===== config.mk =====
export PLATFORM = sky130hd
export DESIGN_NAME = smbc_seq
export DESIGN_NICKNAME = d
export VERILOG_FILES = /design/src/design/smbc_pkg.sv /design/src/design/smbc_rdata_mem.sv /design/src/design/smbc_seq.sv
export SDC_FILE = /design/constraint.sdc
export NUM_CORES = 1
export LEC_CHECK = 0
export ABC_AREA = 1
export BUFFER_PORTS_ARGS = -buffer_cell sky130_fd_sc_hd__buf_2
export CAP_MARGIN = 40
export CORE_MARGIN = 4
export CORE_UTILIZATION = 44
export CTS_BUF_LIST = sky130_fd_sc_hd__clkbuf_16
export CTS_CLUSTER_DIAMETER = 80
export CTS_CLUSTER_SIZE = 8
export DETAILED_ROUTE_END_ITERATION = 8
export GPL_TIMING_DRIVEN = 0
export PLACE_DENSITY = 0.76
export SLEW_MARGIN = 20
export SYNTH_ARGS = -nofsm -noshare
export SYNTH_HDL_FRONTEND = slang
export SYNTH_SLANG_ARGS = --single-unit

===== constraint.sdc =====
create_clock -name mclk -period 1.35 [get_ports mclk]
set_input_delay 0.27 -clock mclk [delete_from_list [all_inputs] [get_ports mclk]]
set_output_delay 0.27 -clock mclk [all_outputs]
set_load 0.02 [all_outputs]

===== src/design/smbc_pkg.sv =====
// Purpose: shared constants and types for the static memory burst cycle sequencer
// Assumes: single 40 MHz clock, synchronous active-high reset
// Notes:   widths sized to the external static memory bus
package smbc_pkg;

    localparam int ADDR_W          = 28;
    localparam int DATA_W          = 32;
    localparam int WAIT_W          = 4;
    localparam int BURST_W         = 3;
    localparam logic [BURST_W-1:0] BURST_MIN = 3'h2;
    localparam logic [BURST_W-1:0] BURST_MAX = 3'h4;
    localparam logic [WAIT_W-1:0]  WAIT_RST  = 4'h0;
    localparam logic [BURST_W-1:0] BEAT_RST  = 3'h0;
    localparam logic [ADDR_W-1:0]  ADDR_RST  = 28'h0000000;
    localparam logic [DATA_W-1:0]  DATA_RST  = 32'h00000000;
    localparam logic [ADDR_W-1:0]  BEAT_STEP = 28'h0000004;
    localparam int RDATA_DEPTH     = 4;

    typedef enum logic [2:0] {
        SMBC_IDLE  = 3'b000,
        SMBC_SETUP = 3'b001,
        SMBC_WAIT  = 3'b010,
        SMBC_READY = 3'b011,
        SMBC_XFER  = 3'b100,
        SMBC_GAP   = 3'b101
    } smbc_state_t;

    // Request from the processor side
    typedef struct packed {
        logic              write;
        logic              halfword;
        logic              word;
        logic [BURST_W-1:0] beats;
        logic [ADDR_W-1:0] addr;
    } smbc_req_t;

    // Wait-state configuration
    typedef struct packed {
        logic              seq_enable;
        logic [WAIT_W-1:0] wait_nseq;
        logic [WAIT_W-1:0] wait_seq;
    } smbc_cfg_t;

endpackage : smbc_pkg


===== src/design/smbc_rdata_mem.sv =====
// Purpose: small register store holding read beats of one burst
// Assumes: one write port, one read port, registered read data
// Notes:   depth covers the longest burst
`timescale 1ns/100ps
module smbc_rdata_mem
    import smbc_pkg::*;
#(
    parameter int WIDTH = DATA_W,
    parameter int DEPTH = RDATA_DEPTH
) (
    input  wire logic                     mclk,
    input  wire logic                     rst,
    input  wire logic                     wr_en,
    input  wire logic [$clog2(DEPTH)-1:0] wr_idx,
    input  wire logic [WIDTH-1:0]         wr_data,
    input  wire logic [$clog2(DEPTH)-1:0] rd_idx,
    output logic      [WIDTH-1:0]         rd_data
);

    logic [WIDTH-1:0] store [DEPTH];
    logic [WIDTH-1:0] next_rd_data;

    always_comb begin
        next_rd_data = store[rd_idx];
    end

    always_ff @(posedge mclk) begin
        if (wr_en) begin
            store[wr_idx] <= wr_data;
        end
        if (rst) begin
            rd_data <= '0;
        end else begin
            rd_data <= next_rd_data;
        end
    end

endmodule : smbc_rdata_mem


===== src/design/smbc_seq.sv =====
// Purpose: sequences single and burst static memory read and write cycles
// Assumes: ready is sampled at the falling edge of the half-rate bus clock
// Notes:   bus clock out is mclk divided by two, driven from a flip-flop
`timescale 1ns/100ps
module smbc_seq
    import smbc_pkg::*;
(
    input  wire logic              mclk,
    input  wire logic              rst,
    input  wire logic              req_valid,
    input  wire smbc_req_t         req,
    input  wire logic [DATA_W-1:0] req_wdata,
    input  wire smbc_cfg_t         cfg,
    input  wire logic              expansion_ready,
    input  wire logic [DATA_W-1:0] mem_rdata,
    output logic                   req_ready,
    output logic                   beat_done,
    output logic [DATA_W-1:0]      rdata,
    output logic                   rdata_valid,
    output logic                   busy,
    output logic [ADDR_W-1:0]      mem_addr,
    output logic [DATA_W-1:0]      mem_wdata,
    output logic                   mem_wdata_oe,
    output logic                   mem_halfword,
    output logic                   mem_word,
    output logic                   mem_write,
    output logic                   mem_cs_n,
    output logic                   mem_oe_n,
    output logic                   memory_write_strobe_n,
    output logic                   expansion_bus_clock_out
);

    ////////////////////////////////////////////////////////////////////////
    // Bus clock divider and ready sampling point

    logic clk_phase;
    logic next_clk_phase;
    logic ready_fall;

    always_comb begin
        next_clk_phase = ~clk_phase;
    end

    always_ff @(posedge mclk) begin
        if (rst) begin
            clk_phase               <= 1'b0;
            expansion_bus_clock_out <= 1'b0;
        end else begin
            clk_phase               <= next_clk_phase;
            expansion_bus_clock_out <= next_clk_phase;
        end
    end

    // Output falls on the edge where phase goes high to low
    assign ready_fall = clk_phase;

    ////////////////////////////////////////////////////////////////////////
    // Cycle sequencer

    smbc_state_t        state;
    smbc_state_t        next_state;
    logic [WAIT_W-1:0]  wait_cnt;
    logic [WAIT_W-1:0]  next_wait_cnt;
    logic [BURST_W-1:0] beats_left;
    logic [BURST_W-1:0] next_beats_left;
    logic [BURST_W-1:0] beat_idx;
    logic [BURST_W-1:0] next_beat_idx;
    logic               sequential;
    logic               next_sequential;
    logic [ADDR_W-1:0]  next_mem_addr;
    logic [DATA_W-1:0]  next_mem_wdata;
    logic               next_mem_wdata_oe;
    logic               next_mem_halfword;
    logic               next_mem_word;
    logic               next_mem_write;
    logic               next_mem_cs_n;
    logic               next_mem_oe_n;
    logic               next_strobe_n;
    logic               next_req_ready;
    logic               next_beat_done;
    logic               next_busy;
    logic [BURST_W-1:0] clamped_beats;
    logic [WAIT_W-1:0]  beat_waits;

    // Burst length clamped to four at most; requests below two give a single beat
    always_comb begin
        if (req.beats > BURST_MAX) begin
            clamped_beats = BURST_MAX;
        end else if (req.beats < BURST_MIN) begin
            clamped_beats = 3'h1;
        end else begin
            clamped_beats = req.beats;
        end
    end

    // Wait count per beat: first beat, and every write when seq_enable is off, take the full count
    always_comb begin
        if (sequential && cfg.seq_enable) begin
            beat_waits = cfg.wait_seq;
        end else if (sequential && !mem_write) begin
            beat_waits = WAIT_RST;
        end else begin
            beat_waits = cfg.wait_nseq;
        end
    end

    always_comb begin
        next_state        = state;
        next_wait_cnt     = wait_cnt;
        next_beats_left   = beats_left;
        next_beat_idx     = beat_idx;
        next_sequential   = sequential;
        next_mem_addr     = mem_addr;
        next_mem_wdata    = mem_wdata;
        next_mem_wdata_oe = mem_wdata_oe;
        next_mem_halfword = mem_halfword;
        next_mem_word     = mem_word;
        next_mem_write    = mem_write;
        next_mem_cs_n     = mem_cs_n;
        next_mem_oe_n     = mem_oe_n;
        next_strobe_n     = 1'b1;
        next_req_ready    = 1'b0;
        next_beat_done    = 1'b0;
        next_busy         = busy;
        case (state)
            SMBC_IDLE: begin
                next_req_ready = 1'b1;
                next_busy      = 1'b0;
                if (req_valid && req_ready) begin
                    next_mem_addr     = req.addr;
                    next_mem_wdata    = req_wdata;
                    next_mem_halfword = req.halfword;
                    next_mem_word     = req.word;
                    next_mem_write    = req.write;
                    next_mem_wdata_oe = req.write;
                    next_beats_left   = clamped_beats;
                    next_beat_idx     = BEAT_RST;
                    next_sequential   = 1'b0;
                    next_mem_cs_n     = 1'b0;
                    next_mem_oe_n     = req.write;
                    next_req_ready    = 1'b0;
                    next_busy         = 1'b1;
                    next_state        = SMBC_SETUP;
                end
            end
            SMBC_SETUP: begin
                // One base wait per access, plus programmed count
                next_wait_cnt = beat_waits;
                next_strobe_n = ~mem_write;
                next_state    = (beat_waits == WAIT_RST) ? SMBC_READY : SMBC_WAIT;
            end
            SMBC_WAIT: begin
                next_strobe_n = ~mem_write;
                next_wait_cnt = wait_cnt - 4'h1;
                if (wait_cnt == 4'h1) begin
                    next_state = SMBC_READY;
                end
            end
            SMBC_READY: begin
                next_strobe_n = ~mem_write;
                // Hold until ready seen high on a falling bus clock edge
                if (ready_fall && expansion_ready) begin
                    next_strobe_n = 1'b1;
                    next_state    = SMBC_XFER;
                end
            end
            SMBC_XFER: begin
                next_beat_done  = 1'b1;
                next_beat_idx   = beat_idx + 3'h1;
                next_beats_left = beats_left - 3'h1;
                next_sequential = 1'b1;
                if (beats_left == 3'h1) begin
                    // Address, size, direction and write data left as is
                    next_mem_cs_n     = 1'b1;
                    next_mem_oe_n     = 1'b1;
                    next_state        = cfg.seq_enable ? SMBC_IDLE : SMBC_GAP;
                    next_req_ready    = cfg.seq_enable;
                end else if (!mem_write) begin
                    // Later read beats skip the setup wait
                    next_mem_addr = mem_addr + BEAT_STEP;
                    next_wait_cnt = cfg.seq_enable ? cfg.wait_seq : WAIT_RST;
                    next_state    = (next_wait_cnt == WAIT_RST) ? SMBC_READY : SMBC_WAIT;
                end else begin
                    next_mem_addr = mem_addr + BEAT_STEP;
                    next_state    = SMBC_SETUP;
                end
            end
            SMBC_GAP: begin
                next_req_ready = 1'b1;
                next_state     = SMBC_IDLE;
            end
            default: begin
                next_state = SMBC_IDLE;
            end
        endcase
    end

    always_ff @(posedge mclk) begin
        if (rst) begin
            state                 <= SMBC_IDLE;
            wait_cnt              <= WAIT_RST;
            beats_left            <= BEAT_RST;
            beat_idx              <= BEAT_RST;
            sequential            <= 1'b0;
            mem_addr              <= ADDR_RST;
            mem_wdata             <= DATA_RST;
            mem_wdata_oe          <= 1'b0;
            mem_halfword          <= 1'b0;
            mem_word              <= 1'b0;
            mem_write             <= 1'b0;
            mem_cs_n              <= 1'b1;
            mem_oe_n              <= 1'b1;
            memory_write_strobe_n <= 1'b1;
            req_ready             <= 1'b0;
            beat_done             <= 1'b0;
            busy                  <= 1'b0;
        end else begin
            state                 <= next_state;
            wait_cnt              <= next_wait_cnt;
            beats_left            <= next_beats_left;
            beat_idx              <= next_beat_idx;
            sequential            <= next_sequential;
            mem_addr              <= next_mem_addr;
            mem_wdata             <= next_mem_wdata;
            mem_wdata_oe          <= next_mem_wdata_oe;
            mem_halfword          <= next_mem_halfword;
            mem_word              <= next_mem_word;
            mem_write             <= next_mem_write;
            mem_cs_n              <= next_mem_cs_n;
            mem_oe_n              <= next_mem_oe_n;
            memory_write_strobe_n <= next_strobe_n;
            req_ready             <= next_req_ready;
            beat_done             <= next_beat_done;
            busy                  <= next_busy;
        end
    end

    ////////////////////////////////////////////////////////////////////////
    // Read beat capture and return

    logic capture;
    logic next_rdata_valid;
    logic [1:0] cap_idx;

    assign capture = (state == SMBC_XFER) && !mem_write;
    assign cap_idx = beat_idx[1:0];

    smbc_rdata_mem #(
        .WIDTH (DATA_W),
        .DEPTH (RDATA_DEPTH)
    ) u_rdata_mem (
        .mclk    (mclk),
        .rst     (rst),
        .wr_en   (capture),
        .wr_idx  (cap_idx),
        .wr_data (mem_rdata),
        .rd_idx  (cap_idx),
        .rd_data ()
    );

    always_comb begin
        next_rdata_valid = capture;
    end

    always_ff @(posedge mclk) begin
        if (rst) begin
            rdata       <= DATA_RST;
            rdata_valid <= 1'b0;
        end else begin
            rdata_valid <= next_rdata_valid;
            if (capture) begin
                rdata <= mem_rdata;
            end
        end
    end

endmodule : smbc_seq


==> impl_metrics.csv <==
group,metric,value,unit
worst_hold_path,whs_path_depth,3,
detailed_routing,antenna_left,0,
detailed_routing,drc_errors,0,
detailed_routing,routed_wl,19280,um
detailed_routing,post_drt_wl_per_cell,16.00,um
place,post-dp-hpwl,13330,um
synthesis,synth.yosys.warnings,0,
clock_tree,path_clk_slew,50,ps
sta,layout_min_cycle_time,1512,ps
power_and_ir_drop,power_density,1634,mW/mm2
place,portBuffers,214,
synthesis,synth_top_family_by_area,"simple AND/OR/NAND/NOR gates",
global_routing,grt_max_degree,17,
power_and_ir_drop,swShare,37.37,%
synthesis,synth.avg_cell_area,6.771,um2
worst_hold_path,min_from,"req_wdata[14]",
clock_tree,cts.sinks,114,
finish,post-route-util,69.52,%
sta,slew_headroom,52.12,%
worst_setup_path,cp_cell_sequence,"nor2_4 > nand2_2 > inv_2 > buf_12 > buf_12 > nand4_1 > o21ai_1 > nand2_1 > a21oi_2",
synthesis,syn-cell-area,0.005343,mm2
finish,syn2layout_area_growth,51.76,%
sta,max_freq,661.2,MHz
floorplanning,core_area,0.01166,mm2
power_and_ir_drop,power_switching,4.951,mW
power_and_ir_drop,peakVddDrop,1289,uV
sta,worst_slack,-162.3,ps
floorplanning,rows,39,
floorplanning,fp.dieH,118.2,um
clock_tree,clock_latency,410,ps
synthesis,synth_mux_area_share,0,%
synthesis,synth-compound-area-share,14.96,%
worst_setup_path,reg2reg_to,"mem_addr[19]$_SDFFE_PP0P_",
power_and_ir_drop,p_leak,3.598,nW
worst_setup_path,worstSetupPathType,"reg -> reg",
floorplanning,dieArea,0.01397,mm2
worst_setup_path,r2r_start,"state[0]$_SDFFE_PP0P_",
sta,setup_viol,90,
worst_setup_path,rr_worst_depth,9,
worst_setup_path,path_max_fanout,11,
worst_setup_path,start_kind,"flop",
place,gp_congestion,0.9261,
detailed_routing,first_pass_iters,5,
run_status,violations,"setup timing",
place,dp_slack,-271.1,ps
run_status,outcome,"complete, but fails checks",
clock_tree,cts_buffers,17,
power_and_ir_drop,comb_power_share,35.3,%
clock_tree,htree_levels,4,
power_and_ir_drop,power,13.25,mW
sta,finalCritPeriodShare,112.0,%
global_routing,grt_antenna_before_repair,3,
worst_setup_path,crit_top_cell,"buf_12",
detailed_routing,vias,6425,
synthesis,synth_xor_area_share,0.9836,%
synthesis,netlist_instances,789,
global_routing,grt_pass1_wl,29760,um
worst_hold_path,holdCritPathClass,"in -> reg",
synthesis,ys_ff_latch,114,
clock_tree,clk_path_buf_depth,2,
synthesis,yosys.area_share.simple,32.95,%
floorplanning,die_x,118.2,um
sta,setup-tns-final,-5429,ps
global_routing,grtUsageTotal,25.88,%
global_routing,overflow,0,
sta,fin_skew,8.609,ps
sta,rsz0062_at_grt,"true",
finish,drive_gt1_share,41.66,%
global_routing,grt_pass1_vias,6169,
sta,worst_pin_slew,718.1,ps
power_and_ir_drop,clockPowerShare,29.9,%
synthesis,ys_seq_area_share,42.72,%
floorplanning,initial_utilization,45.81,%
floorplanning,ios,215,
worst_hold_path,min_to,"mem_wdata[14]$_SDFFE_PP0P_",
clock_tree,root_buffer,"clkbuf_16",
worst_setup_path,crit_arrival,1850,ps
sta,finalMaxSlewViolations,0,
clock_tree,tritoncts,"yes",
detailed_routing,drt_iter0_drc,542,
sta,hold_viol_final,0,
synthesis,netlist-cell-type-count,35,
worst_setup_path,ff2ff_setup_slack,-160,ps
finish,nFillCells,971,
worst_setup_path,slowest_stage,"dfxtp_4",
clock_tree,hold_buffers,0,
worst_setup_path,end_kind,"flop",
synthesis,synthAdderAreaFrac,1.171,%
synthesis,syn-num-nets,905,
worst_setup_path,worstPathRequired,1680,ps
power_and_ir_drop,power_frac_seq,34.8,%
flow_run,cap_violations,0,
worst_setup_path,cpPeakStageDelay,360,ps
power_and_ir_drop,internal_power,8.297,mW
finish,final_net_count,1164,
detailed_routing,vias_per_cell,5.332,
[placed cells by master, fill, tap and decap left out, drive strengths merged, types with 3 or more instances in the layout]
master  netlist  routed
dfxtp       114     114
nor2        160     160
a31oi         5       5
buf          21     262
ha            5       5
a21oi        76      76
clkinv        1       9
inv          41      46
nand2       176     176
nand4         4       4
o211ai        3       3
or2           6       6
nor3          3       3
clkbuf       22      39
xor2          4       4
o21ai        65      65
nand3        72      72
[cell usage after synthesis]
cell      instances  area share, %
nand2_1         173             12
nor2_1          156             11
dfxtp_1         114             43
a21oi_1          75            7.0
nand3_1          72            6.7
o21ai_0          62            5.8
inv_1            38            2.7
clkbuf_1         22            1.5
buf_2            12            1.1
or2_2             6           0.70
a31oi_1           5           0.59
buf_4             5           0.70
ha_1              5            1.2
buf_6             4           0.84
nand4_1           4           0.47
xor2_1            4           0.66
nor3_1            3           0.28
o211ai_1          3           0.42
o21ai_1           3           0.28
a211oi_1          2           0.28
inv_2             2           0.14
nand2_2           2           0.23
nand3b_1          2           0.28
nor2_2            2           0.23
nor2_4            2           0.42
xnor2_1           2           0.33
a21oi_2           1           0.16
a22oi_1           1           0.14
clkinv_1          1          0.070
inv_4             1           0.12
nand2_4           1           0.21
nor3b_1           1           0.14
nor4_1            1           0.12
o22ai_1           1           0.12
o31ai_1           1           0.14
[power groups by stage]
stage          logic, mW  clock network [mW]  registers, mW
6_report            4.68                3.96           4.61
5_1_grt             5.09                4.17           4.69
4_1_cts             4.21                4.00           4.56
3_5_place_dp        3.61                   0           4.58
3_3_place_gp        3.56                   0           4.57
2_1_floorplan       1.72                   0           5.17
[critical path: cells and delay by family (launching register included)]
family | cells | cell delay [ps]
DFF | 1 | 360
buffers and inverters | 3 | 390
AOI/OAI and AO/OA | 2 | 260
and+or+nand+nor | 4 | 420
[layer usage]
| layer | wire, um | GRT usage (%) | share of wire [%] | up-vias |
|---|---|---|---|---|
| li1 | - | - | - | 3101 |
| met1 | 7534 | 30.41 | 39 | 2931 |
| met2 | 9260 | 42.34 | 48 | 333 |
| met3 | 1856 | 9.312 | 9.6 | 56 |
| met4 | 605 | 11.87 | 3.1 | 4 |
| met5 | 21 | 0 | 0.11 | - |
[layout make-up]
| class | count | area (um2) | area share (%) |
|---|---|---|---|
| inverters | 42 | 171.4 | 2.114 |
| repair buffers | 243 | 1361 | 16.79 |
| plain buffers | 40 | 389.1 | 4.799 |
| well taps | 143 | 178.9 | 2.207 |
| flip-flops and latches | 114 | 2351 | 29.00 |
| diodes | 1 | 2.502 | 0.03086 |
| clock buffers | 18 | 450.4 | 5.556 |
| multi-input cells | 590 | 3129 | 38.60 |
| clock inverters | 14 | 73.82 | 0.9105 |
[state kept, by name (all words and copies together), names as in the netlist]
| signal | flops |
|---|---|
| mem_cs_n | 1 |
| req_ready | 1 |
| beats_left | 3 |
| state | 3 |
| rdata_valid | 1 |
| mem_write | 1 |
| mem_wdata | 32 |
| memory_write_strobe_n | 1 |
| busy | 1 |
| mem_oe_n | 1 |
| wait_cnt | 4 |
| mem_word | 1 |
| rdata | 32 |
| sequential | 1 |
| clk_phase | 1 |
| mem_addr | 28 |
| beat_done | 1 |
| mem_halfword | 1 |
[metrics by stage]
| stage | std cells | hold slack, ps | area (um2) |
|---|---|---|---|
| CTS | 1197 | 70.24 | 7669 |
| global placement | 1146 | 424.7 | 6663 |
| finish | 1205 | 82.08 | 8108 |
| detailed placement | 1146 | 435.9 | 6663 |
| floorplan | 789 | 404.9 | 5413 |
| global route | 1205 | 76.76 | 8108 |
[worst max-delay path by stage]
stage / start / endpoint / slack (ps) / cells past startpoint
6_report: state[0]$_SDFFE_PP0P_ / mem_addr[19]$_SDFFE_PP0P_ / -160 / 9
5_1_grt: state[0]$_SDFFE_PP0P_ / mem_addr[27]$_SDFFE_PP0P_ / -210 / 10
4_1_cts: state[1]$_SDFFE_PP0P_ / mem_addr[27]$_SDFFE_PP0P_ / -120 / 10
3_5_place_dp: state[0]$_SDFFE_PP0P_ / mem_addr[13]$_SDFFE_PP0P_ / -270 / 9
3_3_place_gp: state[0]$_SDFFE_PP0P_ / mem_addr[9]$_SDFFE_PP0P_ / -230 / 10
2_1_floorplan: mem_addr[3]$_SDFFE_PP0P_ / mem_addr[12]$_SDFFE_PP0P_ / -30 / 8
[logic make-up after synthesis]
family | Yosys count
XOR/XNOR | 6
AND/OR/NAND/NOR | 425
adder cells (fa/ha/maj) | 5
buffers and inverters | 85
AO/OA/AOI/OAI | 154
flip-flops | 114
[timing repair]
| item | CTS | global route |
|---|---|---|
| pin swaps | 30 | 26 |
| gates cloned | 3 | 1 |
| resized for setup | 102 | 110 |
| endpoints found under the hold margin | 0 | 0 |
| endpoints found under the setup margin | 114 | 114 |
| buffers inserted | 17 | 8 |
Note: power is estimated with default switching activity, not from simulation.
